===== config.mk =====
export PLATFORM = sky130hd
export DESIGN_NAME = btb_exec
export DESIGN_NICKNAME = d
export VERILOG_FILES = /design/src/rtl/btb_pkg.sv /design/src/rtl/btb_cycle_timer.sv /design/src/rtl/btb_exec.sv
export VERILOG_INCLUDE_DIRS = /design/src /design/src/rtl
export SDC_FILE = /design/constraint.sdc
export NUM_CORES = 1
export LEC_CHECK = 0
export ABC_AREA = 1
export BUFFER_PORTS_ARGS = -buffer_cell sky130_fd_sc_hd__buf_2
export CORE_MARGIN = 2
export CORE_UTILIZATION = 40
export CTS_CLUSTER_DIAMETER = 200
export DETAILED_ROUTE_END_ITERATION = 10
export HOLD_SLACK_MARGIN = 0.15
export PLACE_DENSITY = 0.57
export REMOVE_ABC_BUFFERS = 1
export SETUP_SLACK_MARGIN = 0.2
export SYNTH_ARGS = -nofsm -noshare
export SYNTH_HDL_FRONTEND = slang
export SYNTH_SLANG_ARGS = --single-unit

===== constraint.sdc =====
create_clock -name clk_sys_i -period 8.75 [get_ports clk_sys_i]
set_input_delay 0.4375 -clock clk_sys_i [delete_from_list [all_inputs] [get_ports clk_sys_i]]
set_output_delay 0.4375 -clock clk_sys_i [all_outputs]
set_load 0.03 [all_outputs]

===== src/rtl/btb_params.svh =====
// constants for the bit-test branch and cpu control execution block
`ifndef BTB_PARAMS_SVH
`define BTB_PARAMS_SVH
// instruction lengths in bytes
`define BTB_LEN_2 3'h2
`define BTB_LEN_3 3'h3
`define BTB_LEN_4 3'h4
// branch_if_bit_set counts: _hs internal high-speed ram, _ot other area
`define BTB_CYC_BT_SADDR_HS 8'h08
`define BTB_CYC_BT_SADDR_OT 8'h09
`define BTB_CYC_BT_SFR 8'h0b
`define BTB_CYC_BT_ABIT 8'h08
`define BTB_CYC_BT_PSW 8'h09
`define BTB_CYC_BT_HL_HS 8'h0a
`define BTB_CYC_BT_HL_OT 8'h0b
// branch_if_bit_clear counts
`define BTB_CYC_BF_SADDR_HS 8'h0a
`define BTB_CYC_BF_SADDR_OT 8'h0b
`define BTB_CYC_BF_SFR 8'h0b
`define BTB_CYC_BF_ABIT 8'h08
`define BTB_CYC_BF_PSW 8'h0b
`define BTB_CYC_BF_HL_HS 8'h0a
`define BTB_CYC_BF_HL_OT 8'h0b
// branch_set_then_clear counts
`define BTB_CYC_BC_SADDR_HS 8'h0a
`define BTB_CYC_BC_SADDR_OT 8'h0c
`define BTB_CYC_BC_SFR 8'h0c
`define BTB_CYC_BC_ABIT 8'h08
`define BTB_CYC_BC_PSW 8'h0c
`define BTB_CYC_BC_HL_HS 8'h0a
`define BTB_CYC_BC_HL_OT 8'h0c
// decrement_branch_nonzero counts
`define BTB_CYC_DB_REG 8'h06
`define BTB_CYC_DB_SADDR_HS 8'h08
`define BTB_CYC_DB_SADDR_OT 8'h0a
// interrupt enable and disable
`define BTB_CYC_IE 8'h06
// an illegal combination is retired after this many cycles
`define BTB_CYC_ILLEGAL 8'h02
// extra cycles per byte when not fetching from internal program rom
`define BTB_EXT_FETCH_WAIT 8'h00
// reset values
`define BTB_IE_RST 1'b0
`define BTB_PC_RST 16'h0000
`define BTB_DATA_RST 8'h00
`define BTB_CNT_RST 8'h00
`endif


===== src/rtl/btb_pkg.sv =====
// types shared by the bit-test branch execution block
package btb_pkg;
  typedef enum logic [2:0] {
    BTB_OP_BIT_SET = 3'h0,   // branch_if_bit_set
    BTB_OP_BIT_CLR = 3'h1,   // branch_if_bit_clear
    BTB_OP_SET_CLR = 3'h2,   // branch_set_then_clear
    BTB_OP_DEC_BNZ = 3'h3,   // decrement_branch_nonzero
    BTB_OP_INT_EN = 3'h4,    // interrupt_enable_instr
    BTB_OP_INT_DIS = 3'h5    // interrupt_disable_instr
  } btb_op_t;

  typedef enum logic [2:0] {
    BTB_MD_SADDR = 3'h0,
    BTB_MD_SFR = 3'h1,
    BTB_MD_ABIT = 3'h2,
    BTB_MD_PSW = 3'h3,
    BTB_MD_HL = 3'h4,
    BTB_MD_REG_B = 3'h5,
    BTB_MD_REG_C = 3'h6,
    BTB_MD_NONE = 3'h7
  } btb_mode_t;

  // classes of 8-bit operations offered to the group check
  typedef enum logic [3:0] {
    BTB_G8_MOVE = 4'h0,
    BTB_G8_XCHG = 4'h1,
    BTB_G8_ADD = 4'h2,      // add and add_with_carry
    BTB_G8_SUB = 4'h3,      // sub and subtract_with_borrow
    BTB_G8_LOGIC = 4'h4,
    BTB_G8_CMP = 4'h5,
    BTB_G8_UNSIGNED_MULTIPLY = 4'h6,     // unsigned_multiply
    BTB_G8_DIVW = 4'h7,     // unsigned_word_divide
    BTB_G8_INCDEC = 4'h8,
    BTB_G8_ROT = 4'h9,      // rotates incl. through carry
    BTB_G8_ROT4 = 4'ha,     // nibble rotates
    BTB_G8_STACK = 4'hb,
    BTB_G8_DECREMENT_BRANCH_NONZERO = 4'hc,
    BTB_G8_OTHER = 4'hf
  } btb_grp8_t;

  // gray coded along idle -> run -> idle
  typedef enum logic [0:0] {
    BTB_IDLE = 1'b0,
    BTB_RUN = 1'b1
  } btb_state_t;

  typedef struct packed {
    btb_state_t state;
    logic busy;
    logic done;
    logic taken;
    logic [15:0] pc;
    logic wr_req;
    logic wr_en;
    logic [7:0] wr_data;
    logic flag_chg;
    logic ie_upd;
    logic ie_val;
    logic ie;
    logic illegal;
    logic [7:0] cycles;
    logic [2:0] len;
    logic nominal;
    logic grp8;
  } btb_regs_t;

  typedef struct packed {
    logic [7:0] cnt;
    logic expire;
  } btb_tmr_t;
endpackage


===== src/rtl/btb_cycle_timer.sv =====
// down counter that pulses once a loaded cycle count has elapsed
`timescale 1ns/1ps
`include "btb_params.svh"
module btb_cycle_timer (
  input wire logic clk_sys_i,
  input wire logic resetn_i,
  input wire logic clk_en_i,
  input wire logic load_i,
  input wire logic [7:0] count_i,
  output logic expire_o
);
  import btb_pkg::*;

  btb_tmr_t r;
  btb_tmr_t n;

  // count down, pulse on the step from one to zero
  always_comb begin
    n = r;
    n.expire = 1'b0;
    if (load_i) begin
      n.cnt = count_i;
    end else if (r.cnt != `BTB_CNT_RST) begin
      n.cnt = r.cnt - 8'h01;
      n.expire = (r.cnt == 8'h01);
    end
  end

  // frozen while the processor clock tick is absent
  always_ff @(posedge clk_sys_i) begin
    if (!resetn_i) begin
      r <= '{cnt: `BTB_CNT_RST, expire: 1'b0};
    end else if (clk_en_i) begin
      r <= n;
    end
  end

  assign expire_o = r.expire;
endmodule


===== src/rtl/btb_exec.sv =====
// execution of bit-test branches, decrement branch and interrupt control
//
// What this block does
// [RULE1] bit-set branch on accumulator bit: pc+3+disp if one; 3B, 8 cycles
// [RULE2] bit-set branch on sfr bit: 4 bytes, 11 cycles, pc+4+disp if one
// [RULE3] bit-set branch on pointer-pair bit: 3 bytes, 10/11 cycles, pc+3+disp
// [RULE4] bit-clear branch on sfr bit: pc+4+disp when zero, else fall through
// [RULE5] bit-clear branch on short-direct bit: 4 bytes, 10/11 cycles, pc+4
// [RULE6] set-then-clear branch: branch on one and clear bit; pointer form 3B
// [RULE7] set-then-clear on status word bit may change z, ac, carry; 4B, 12cyc
// [RULE8] decrement branch on b or c: subtract one, pc+2+disp if nonzero; 6cyc
// [RULE9] decrement branch on short-direct byte: write back, pc+3; 8/10 cycles
// [RULE10] interrupt enable sets master enable; 2 bytes, 6 cycles
// [RULE11] interrupt disable clears master enable; 2 bytes, 6 cycles
// [RULE12] all cycle counts are counted in processor clock periods
// [RULE13] longer count applies when the area is not high-speed ram
// [RULE14] listed counts hold for fetches from internal program rom
// [RULE15] 8-bit group: moves, arithmetic, logic, multiply, divide, rotates
// [RULE16] displacement is signed and sign-extended to 16 bits
`timescale 1ns/1ps
`include "btb_params.svh"
module btb_exec #(
  parameter logic [7:0] EXT_FETCH_WAIT = `BTB_EXT_FETCH_WAIT
) (
  input wire logic clk_sys_i,
  input wire logic resetn_i,
  input wire logic clk_en_i,
  input wire logic start_i,
  input wire btb_pkg::btb_op_t op_i,
  input wire btb_pkg::btb_mode_t mode_i,
  input wire logic [2:0] bit_sel_i,
  input wire logic [7:0] operand_i,
  input wire logic [7:0] disp_i,
  input wire logic [15:0] pc_i,
  input wire logic hsram_i,
  input wire logic rom_fetch_i,
  input wire btb_pkg::btb_grp8_t grp8_class_i,
  output logic busy_o,
  output logic done_o,
  output logic taken_o,
  output logic [15:0] pc_o,
  output logic wr_en_o,
  output logic [7:0] wr_data_o,
  output logic flag_chg_o,
  output logic master_interrupt_enable_o,
  output logic illegal_o,
  output logic [7:0] cycles_o,
  output logic [2:0] len_o,
  output logic nominal_o,
  output logic grp8_o
);
  import btb_pkg::*;

  btb_regs_t r;
  btb_regs_t n;
  logic tmr_load;
  logic [7:0] tmr_val;
  logic tmr_expire;
  logic legal;
  logic [2:0] len;
  logic [7:0] cyc_hs;
  logic [7:0] cyc_ot;
  logic [7:0] cyc;
  logic tbit;
  logic [7:0] dec;
  logic [7:0] cleared;
  logic [15:0] disp16;
  logic [15:0] pc_seq;
  logic [15:0] pc_tgt;
  logic taken;
  logic wr_req;
  logic [7:0] wr_data;
  logic flag_chg;
  logic is_grp8;

  // length and both cycle counts per instruction form
  always_comb begin
    legal = 1'b1;
    len = `BTB_LEN_3;
    cyc_hs = `BTB_CYC_ILLEGAL;
    cyc_ot = `BTB_CYC_ILLEGAL;
    case (op_i)
      BTB_OP_BIT_SET: begin
        case (mode_i)
          BTB_MD_SADDR: begin
            cyc_hs = `BTB_CYC_BT_SADDR_HS;
            cyc_ot = `BTB_CYC_BT_SADDR_OT;
          end
          BTB_MD_SFR: begin
            len = `BTB_LEN_4; // see [RULE2]
            cyc_hs = `BTB_CYC_BT_SFR; // see [RULE2]
            cyc_ot = `BTB_CYC_BT_SFR;
          end
          BTB_MD_ABIT: begin
            cyc_hs = `BTB_CYC_BT_ABIT; // see [RULE1]
            cyc_ot = `BTB_CYC_BT_ABIT;
          end
          BTB_MD_PSW: begin
            cyc_hs = `BTB_CYC_BT_PSW;
            cyc_ot = `BTB_CYC_BT_PSW;
          end
          BTB_MD_HL: begin
            cyc_hs = `BTB_CYC_BT_HL_HS; // see [RULE3]
            cyc_ot = `BTB_CYC_BT_HL_OT;
          end
          default: legal = 1'b0;
        endcase
      end
      BTB_OP_BIT_CLR: begin
        case (mode_i)
          BTB_MD_SADDR: begin
            len = `BTB_LEN_4; // see [RULE5]
            cyc_hs = `BTB_CYC_BF_SADDR_HS; // see [RULE5]
            cyc_ot = `BTB_CYC_BF_SADDR_OT;
          end
          BTB_MD_SFR: begin
            len = `BTB_LEN_4; // see [RULE4]
            cyc_hs = `BTB_CYC_BF_SFR;
            cyc_ot = `BTB_CYC_BF_SFR;
          end
          BTB_MD_ABIT: begin
            cyc_hs = `BTB_CYC_BF_ABIT;
            cyc_ot = `BTB_CYC_BF_ABIT;
          end
          BTB_MD_PSW: begin
            len = `BTB_LEN_4;
            cyc_hs = `BTB_CYC_BF_PSW;
            cyc_ot = `BTB_CYC_BF_PSW;
          end
          BTB_MD_HL: begin
            cyc_hs = `BTB_CYC_BF_HL_HS;
            cyc_ot = `BTB_CYC_BF_HL_OT;
          end
          default: legal = 1'b0;
        endcase
      end
      BTB_OP_SET_CLR: begin
        case (mode_i)
          BTB_MD_SADDR: begin
            len = `BTB_LEN_4;
            cyc_hs = `BTB_CYC_BC_SADDR_HS;
            cyc_ot = `BTB_CYC_BC_SADDR_OT;
          end
          BTB_MD_SFR: begin
            len = `BTB_LEN_4;
            cyc_hs = `BTB_CYC_BC_SFR;
            cyc_ot = `BTB_CYC_BC_SFR;
          end
          BTB_MD_ABIT: begin
            cyc_hs = `BTB_CYC_BC_ABIT;
            cyc_ot = `BTB_CYC_BC_ABIT;
          end
          BTB_MD_PSW: begin
            len = `BTB_LEN_4; // see [RULE7]
            cyc_hs = `BTB_CYC_BC_PSW; // see [RULE7]
            cyc_ot = `BTB_CYC_BC_PSW;
          end
          BTB_MD_HL: begin
            cyc_hs = `BTB_CYC_BC_HL_HS; // see [RULE6]
            cyc_ot = `BTB_CYC_BC_HL_OT; // see [RULE6]
          end
          default: legal = 1'b0;
        endcase
      end
      BTB_OP_DEC_BNZ: begin
        case (mode_i)
          BTB_MD_REG_B, BTB_MD_REG_C: begin
            len = `BTB_LEN_2; // see [RULE8]
            cyc_hs = `BTB_CYC_DB_REG; // see [RULE8]
            cyc_ot = `BTB_CYC_DB_REG;
          end
          BTB_MD_SADDR: begin
            cyc_hs = `BTB_CYC_DB_SADDR_HS; // see [RULE9]
            cyc_ot = `BTB_CYC_DB_SADDR_OT; // see [RULE9]
          end
          default: legal = 1'b0;
        endcase
      end
      BTB_OP_INT_EN, BTB_OP_INT_DIS: begin
        len = `BTB_LEN_2; // see [RULE10] [RULE11]
        cyc_hs = `BTB_CYC_IE; // see [RULE10] [RULE11]
        cyc_ot = `BTB_CYC_IE;
      end
      default: legal = 1'b0;
    endcase
  end

  // count selection and the data path of the tested operand
  always_comb begin
    cyc = hsram_i ? cyc_hs : cyc_ot; // see [RULE13]
    // counts grow only for fetches outside internal rom
    if (!rom_fetch_i && legal) begin
      cyc = cyc + 8'({5'h00, len} * EXT_FETCH_WAIT); // see [RULE14]
    end
    tbit = operand_i[bit_sel_i];
    dec = operand_i - 8'h01; // see [RULE8] [RULE9]
    cleared = operand_i & ~(8'h01 << bit_sel_i); // see [RULE6]
    disp16 = {{8{disp_i[7]}}, disp_i}; // see [RULE16]
    pc_seq = pc_i + {13'h0000, len};
    pc_tgt = pc_seq + disp16; // see [RULE1] [RULE2] [RULE3]
    taken = 1'b0;
    wr_req = 1'b0;
    wr_data = operand_i;
    flag_chg = 1'b0;
    case (op_i)
      BTB_OP_BIT_SET: taken = tbit; // see [RULE1] [RULE2] [RULE3]
      BTB_OP_BIT_CLR: taken = ~tbit; // see [RULE4] [RULE5]
      BTB_OP_SET_CLR: begin
        taken = tbit; // see [RULE6]
        wr_req = tbit; // see [RULE6]
        wr_data = cleared;
        flag_chg = tbit && (mode_i == BTB_MD_PSW); // see [RULE7]
      end
      BTB_OP_DEC_BNZ: begin
        wr_req = 1'b1; // see [RULE9]
        wr_data = dec;
        taken = (dec != 8'h00); // see [RULE8] [RULE9]
      end
      default: taken = 1'b0;
    endcase
    taken = taken && legal;
    wr_req = wr_req && legal;
    flag_chg = flag_chg && legal;
  end

  // membership in the 8-bit instruction group
  always_comb begin
    case (grp8_class_i)
      BTB_G8_OTHER: is_grp8 = 1'b0;
      default: is_grp8 = 1'b1; // see [RULE15]
    endcase
  end

  // sequencing: take a request, hold busy for the count, retire
  always_comb begin
    n = r;
    n.done = 1'b0;
    n.wr_en = 1'b0;
    tmr_load = 1'b0;
    tmr_val = 8'h00;
    case (r.state)
      BTB_IDLE: begin
        if (start_i) begin
          n.state = BTB_RUN;
          n.busy = 1'b1;
          n.illegal = ~legal;
          n.len = len;
          n.cycles = cyc;
          n.nominal = rom_fetch_i; // see [RULE14]
          n.grp8 = is_grp8;
          n.taken = taken;
          n.pc = taken ? pc_tgt : pc_seq;
          n.wr_req = wr_req;
          n.wr_data = wr_data;
          n.flag_chg = flag_chg;
          n.ie_upd = legal && (op_i == BTB_OP_INT_EN ||
                               op_i == BTB_OP_INT_DIS);
          n.ie_val = (op_i == BTB_OP_INT_EN);
          tmr_load = 1'b1;
          // the taking cycle is the first of the count
          tmr_val = cyc - 8'h01;
        end
      end
      BTB_RUN: begin
        if (tmr_expire) begin
          n.state = BTB_IDLE;
          n.busy = 1'b0;
          n.done = 1'b1;
          n.wr_en = r.wr_req; // see [RULE6] [RULE9]
          if (r.ie_upd) begin
            n.ie = r.ie_val; // see [RULE10] [RULE11]
          end
        end
      end
      default: begin
        n.state = BTB_IDLE;
        n.busy = 1'b0;
      end
    endcase
  end

  // state advances only on processor clock ticks
  always_ff @(posedge clk_sys_i) begin
    if (!resetn_i) begin
      r <= '{state: BTB_IDLE, busy: 1'b0, done: 1'b0, taken: 1'b0,
             pc: `BTB_PC_RST, wr_req: 1'b0, wr_en: 1'b0,
             wr_data: `BTB_DATA_RST, flag_chg: 1'b0, ie_upd: 1'b0,
             ie_val: 1'b0, ie: `BTB_IE_RST, illegal: 1'b0,
             cycles: `BTB_CNT_RST, len: 3'h0, nominal: 1'b0,
             grp8: 1'b0};
    end else if (clk_en_i) begin
      r <= n; // see [RULE12]
    end
  end

  btb_cycle_timer u_timer (
    .clk_sys_i(clk_sys_i),
    .resetn_i(resetn_i),
    .clk_en_i(clk_en_i),
    .load_i(tmr_load),
    .count_i(tmr_val),
    .expire_o(tmr_expire)
  );

  // every output is a field of the state register
  assign busy_o = r.busy;
  assign done_o = r.done;
  assign taken_o = r.taken;
  assign pc_o = r.pc;
  assign wr_en_o = r.wr_en;
  assign wr_data_o = r.wr_data;
  assign flag_chg_o = r.flag_chg;
  assign master_interrupt_enable_o = r.ie;
  assign illegal_o = r.illegal;
  assign cycles_o = r.cycles;
  assign len_o = r.len;
  assign nominal_o = r.nominal;
  assign grp8_o = r.grp8;
endmodule


==> out/results.txt, run 1 <==
GRT overflow = 0
P_int = 472 uW
Site Rows = 38
GR Util All Layers = 0.206
RR Startpoint = r[47]
drc violations = 0
largest net degree at the start of global routing = 61
layout cells sized above 1 = 0.168
Hold Fails Final Rpt = 0
Combinational Power Share = 0.390
Reg area = 1060 sq um
drt pass-1 iters = 5
Area contributors post-synth = dfxtp_1, nand2_1, ha_1
min-delay worst type = input pin to register
Max Slew Vio Count = 0
clk slew on worst S/H paths = 70 ps
area grow syn2layout = 9.63%
post-synth top area share = 0.233
# fillers = 1185
GPL Wtd Cong = 0.971
maximum vdd drop = 0.0000979 V
initial drt markers = 251
H-Tree Level Count = 2
WL per Instance = 14.1 um
Clock Sinks = 53
worst skew pair latency = 300 ps
Seq/Total Area, Yosys = 0.233
leakage = 2.53 nW
setup_tns = 0 ps
Psw = 306 uW
initial core utilization = 0.415
Root Driver = clkbuf_16
maximum clock insertion buffer count = 2
initial antenna violation count = 0
die span in y = 111 um
Max Fclk = 0.252 GHz
Mapped Cells = 701
PwrDens = 156 nW/um^2
HPWL after DPL = 9650 um
antenna cells = 0
Synth area leader = dfxtp_1
Worst Path Required = 8950 ps
vias in the first global route = 4391
clock skew = 7.68 ps
# Post-CTS Setup Buffers = 0
Final min period = 3960 ps
crit start category = input pin
Port Buf Inserts = 90
core area = 11000 sq um
Max-Cap Viols = 0
final core occ = 0.455
Reg power frac = 0.350
post_cts resized = 0
clock network power share = 0.261
actual slew at the worst max-slew pin = 723 ps
CP arrival = 4170 ps
Num CTS Buffers = 5
Critical Path Start = op_i[1]
antenna-violating nets left = 0
crit end category = register
CP max stage cell = fa_1
routed vias = 4606
CTS tree = built
kind of critical path = input pin to register
status = complete, no violations
vias per inst = 5.16
Sw Share = 0.393
Mean Syn Cell Area = 6.50 sq um
most used cell, CP = nand2_1
Mapped Area = 4560 sq um
Die X = 111 um
cts-stage hold buffer count = 0
Layout Nets = 830
setup violators final = 0
PnR worst setup slack = 4790 ps
Die ar. = 12300 sq um
Seq cells post-synth = 53
# IOs = 95
unrepaired setup endpoints after global routing = false
slew margin rel. = 0.518
Cell variety after synth = 45
WL final = 12500 um
synth warn = 0
hold path startpoint = rom_fetch_i
maximum net fanout on the critical path = 13
Final period util = 0.453
Multi-input gate area = 2810 sq um
first-pass GRT wire length = 21000 um
slowest stage delay, CP = 410 ps
Setup WS pre-CTS = 4460 ps
[kinds of logic (layout without fill, tap and decap cells)]
| group | count (synthesis) | count (layout) | share of synthesized area |
|---|---|---|---|
| compound gates | 133 | 133 | 0.170 |
| flops | 53 | 53 | 0.233 |
| buf+inv | 140 | 188 | 0.154 |
| other cells | 1 | 4 | 0.000823 |
| fa+ha+maj | 28 | 28 | 0.0802 |
| simple gates | 319 | 319 | 0.311 |
| xor+xnor | 27 | 27 | 0.0519 |
[cell type report]
class | instances | area share
timing repair buffer | 92 | 0.0931
clock buffer | 6 | 0.0258
multi-input combinational | 511 | 0.563
sequential | 53 | 0.212
inverter | 88 | 0.0681
clock inverter | 2 | 0.00300
tap | 140 | 0.0351
[sequential cells by signal (all words and copies together), names as in the netlist]
register and count:
busy_o 1, cycles_o 4, done_o 1, flag_chg_o 1, grp8_o 1, illegal_o 1
len_o 3, master_interrupt_enable_o 1, nominal_o 1, pc_o 16, r 4, taken_o 1
u_timer.expire_o 1, u_timer.r 8, wr_data_o 8, wr_en_o 1
[cells in the final DEF (no fill, tap or decap), types with 3 or more instances in the layout]
cell type,Yosys,final
a21oi_1,47,47
a31oi_1,7,7
buf_2,3,90
clkbuf_16,0,5
conb_1,1,4
dfxtp_1,53,53
ha_1,26,26
inv_1,81,81
inv_2,4,4
nand2_1,161,161
nand2_2,3,3
nand2_4,3,3
nand3_1,41,41
nand3b_1,7,7
nand4_1,11,11
nor2_1,64,64
nor2_2,8,7
nor3_1,11,11
nor4_1,3,3
o211ai_1,14,14
o21a_1,3,3
o21ai_0,41,41
o21ai_1,3,3
o21bai_1,8,8
o22ai_1,5,5
xnor2_1,14,14
xor2_1,13,13
[through the flow]
stage / power, mW / std cells / area [sq um] / hold WS (ps)
after floorplan: 0.493 / 652 / 4210 / 439
after global placement: 0.578 / 884 / 4850 / 446
after detailed placement: 0.580 / 884 / 4850 / 453
after CTS: 0.786 / 892 / 5000 / 377
after global routing: 0.833 / 892 / 5000 / 395
final: 0.779 / 892 / 5000 / 386
[path summary, 6_finish.rpt]
check               to  slack (ps)  cells after the start
max           pc_o[15]        4790                     29
min          nominal_o         390                      3
max reg2reg      r[27]        6440                      7
min reg2reg    wr_en_o         460                      2
[synthesized netlist by cell type (all sizes together)]
| cell type | n |
|---|---|
| ha | 26 |
| nor4 | 3 |
| nand3 | 44 |
| a21oi | 47 |
| fa | 2 |
| inv | 86 |
| nor3 | 11 |
| clkinv | 2 |
| a211oi | 1 |
| a221oi | 1 |
| dfxtp | 53 |
| clkbuf | 11 |
| xnor2 | 14 |
| conb | 1 |
| nor3b | 1 |
| nand2 | 167 |
| o21bai | 8 |
| o21ai | 45 |
| o211ai | 14 |
| o22ai | 5 |
| nor2b | 1 |
| nand4 | 11 |
| nor2 | 73 |
| a31oi | 8 |
| or2 | 1 |
| o21a | 3 |
| nand3b | 7 |
| o2bb2ai | 1 |
| xor2 | 13 |
| buf | 41 |
[layer usage]
metal | global-route usage | vias up | wire [um]
met5 | 0 | - | 0
met4 | 0.0633 | 0 | 185
met3 | 0.0284 | 11 | 759
met2 | 0.356 | 161 | 5810
met1 | 0.266 | 2081 | 5790
li1 | - | 2353 | -
[worst max-delay path, delay by kind of cell]
family,cells,cell delay [ps]
XOR/XNOR,1,150
AND/OR/NAND/NOR,14,1200
AO/OA/AOI/OAI,4,900
adder cells (fa/ha/maj),3,890
buffers and inverters,7,580
[power groups by stage]
stage          clock network (mW)  logic (mW)  registers, mW
4_1_cts                     0.210       0.304          0.272
5_1_grt                     0.217       0.341          0.275
3_3_place_gp                    0       0.300          0.277
2_1_floorplan                   0       0.193          0.300
3_5_place_dp                    0       0.303          0.278
6_report                    0.203       0.303          0.272
Power figures use the tool's default switching activity.
==> run 2, diff against run 1 <==
- PLACE_DENSITY: 0.57 -> 0.6
- clock period: 8.75 -> 3.2 ns (I/O delays scaled with it)
==> out/results.txt, run 2 (synthesis results as in run 1) <==
status = complete, but fails checks
failing checks = negative setup slack
maximum net fanout on the critical path = 4
DR WL met2 = 6730 um
initial antenna violation count = 0
Max Fclk = 0.311 GHz
clk slew on worst S/H paths = 70 ps
Die ar. = 12300 sq um
# IOs = 95
Final period util = 1.01
initial drt markers = 241
drt pass-1 iters = 5
core area = 11000 sq um
Port Buf Inserts = 90
most used cell, CP = nand2_1
Final min period = 3220 ps
Hold Fails Final Rpt = 0
final hold slack = 179 ps
Max-Cap Viols = 0
WL per Instance = 13.7 um
kind of critical path = input pin to register
HPWL after DPL = 9980 um
Max Slew Vio Count = 0
antenna-violating nets left = 0
routed vias = 4948
clock skew = 6.00 ps
slew margin rel. = 0.494
antenna cells = 0
Stages on worst setup path = 26
CP max stage cell = fa_2
Tot Pwr = 2.45 mW
GRT overflow = 0
worst skew pair latency = 290 ps
GPL Wtd Cong = 0.902
vias per inst = 5.06
RR Startpoint = r[47]
metal1 wirelength = 5890 um
actual slew at the worst max-slew pin = 759 ps
maximum clock insertion buffer count = 2
Worst Path Required = 3400 ps
maximum vdd drop = 0.000234 V
CP arrival = 3420 ps
CP top delay family = simple AND/OR/NAND/NOR gates
crit start category = input pin
Site Rows = 38
min-delay worst type = input pin to register
layout cells sized above 1 = 0.359
area grow syn2layout = 38.1%
hold path startpoint = grp8_class_i[0]
first-pass GRT wire length = 21800 um
setup violators final = 1
PwrDens = 389 nW/um^2
unrepaired setup endpoints after global routing = true
vias in the first global route = 4908
PnR worst setup slack = -16.1 ps
Cell Area, Placed = 5310 sq um
drc violations = 0
slowest stage delay, CP = 350 ps
initial core utilization = 0.415
max reg flops = 16
DR WL met3 = 544 um
Critical Path Start = op_i[2]
CTS tree = built
final instance area = 6300 sq um
Clock Sinks = 53
GR Util All Layers = 0.209
setup_tns = -16.1 ps
Die X = 111 um
WL final = 13400 um
die span in y = 111 um
Num CTS Buffers = 5
topmost layer with routed signal wires = met4
Reg2Reg Depth = 7
Buf/Inv on CP = 6
Root Driver = clkbuf_16
H-Tree Level Count = 2
leakage = 3.09 nW
Layout Nets = 916
crit end category = register
commonest non-fill, non-tap cells in the layout = nand2_1, buf_2, buf_4, inv_1
most common cell after layout, fill and taps aside = nand2_1
Setup WS pre-CTS = -646 ps
largest net degree at the start of global routing = 61
cell count of the worst hold path = 4
-- run 2: worst register-to-register path, cell delays in order, from the launching register on --
cell and delay (ps):
dfxtp_1 340, nor2_2 260, inv_1 210, nor2_4 120
clkinv_1 490, a21oi_1 430, o21ai_0 150, a21oi_1 130
-- run 2: cell type report --
class / instances / area, sq um
fill: 1052 / 4690
multi-input combinational: 511 / 3390
timing repair buffer: 178 / 1170
sequential: 53 / 1060
inverter: 88 / 355
tap: 140 / 175
clock buffer: 5 / 125
clock inverter: 3 / 22.5
-- run 2: repair_timing --
action | 4_1_cts | 5_1_grt
pin swaps | 33 | 60
setup endpoints to repair | 12 | 12
endpoints found under the hold margin | 1 | 0
gates resized for setup | 59 | 83
setup buffers | 12 | 12
hold buffers | 1 | 0
-- run 2: metrics by stage --
stage | cells | util
final | 978 | 0.573
after floorplan | 652 | -
after global routing | 978 | 0.573
after detailed placement | 945 | 0.484
after CTS | 966 | 0.531
after global placement | 945 | 0.484
-- run 2: path summary, 6_finish.rpt --
check,end,slack [ps]
min,grp8_o,180
max reg2reg,r[27],1010
max,pc_o[13],-20
min reg2reg,busy_o,470
-- run 2: routing by layer --
metal  vias up  global-route usage
met5         -                   0
met4         0              0.0625
met3        18              0.0268
met2       108               0.384
met1      2292               0.253
li1       2530                   -
-- run 2: where the power goes --
part,internal (mW),leakage (nW),switching [mW]
combinational,0.491,2.58,0.666
clock,0.292,0.0738,0.254
sequential,0.712,0.435,0.0325
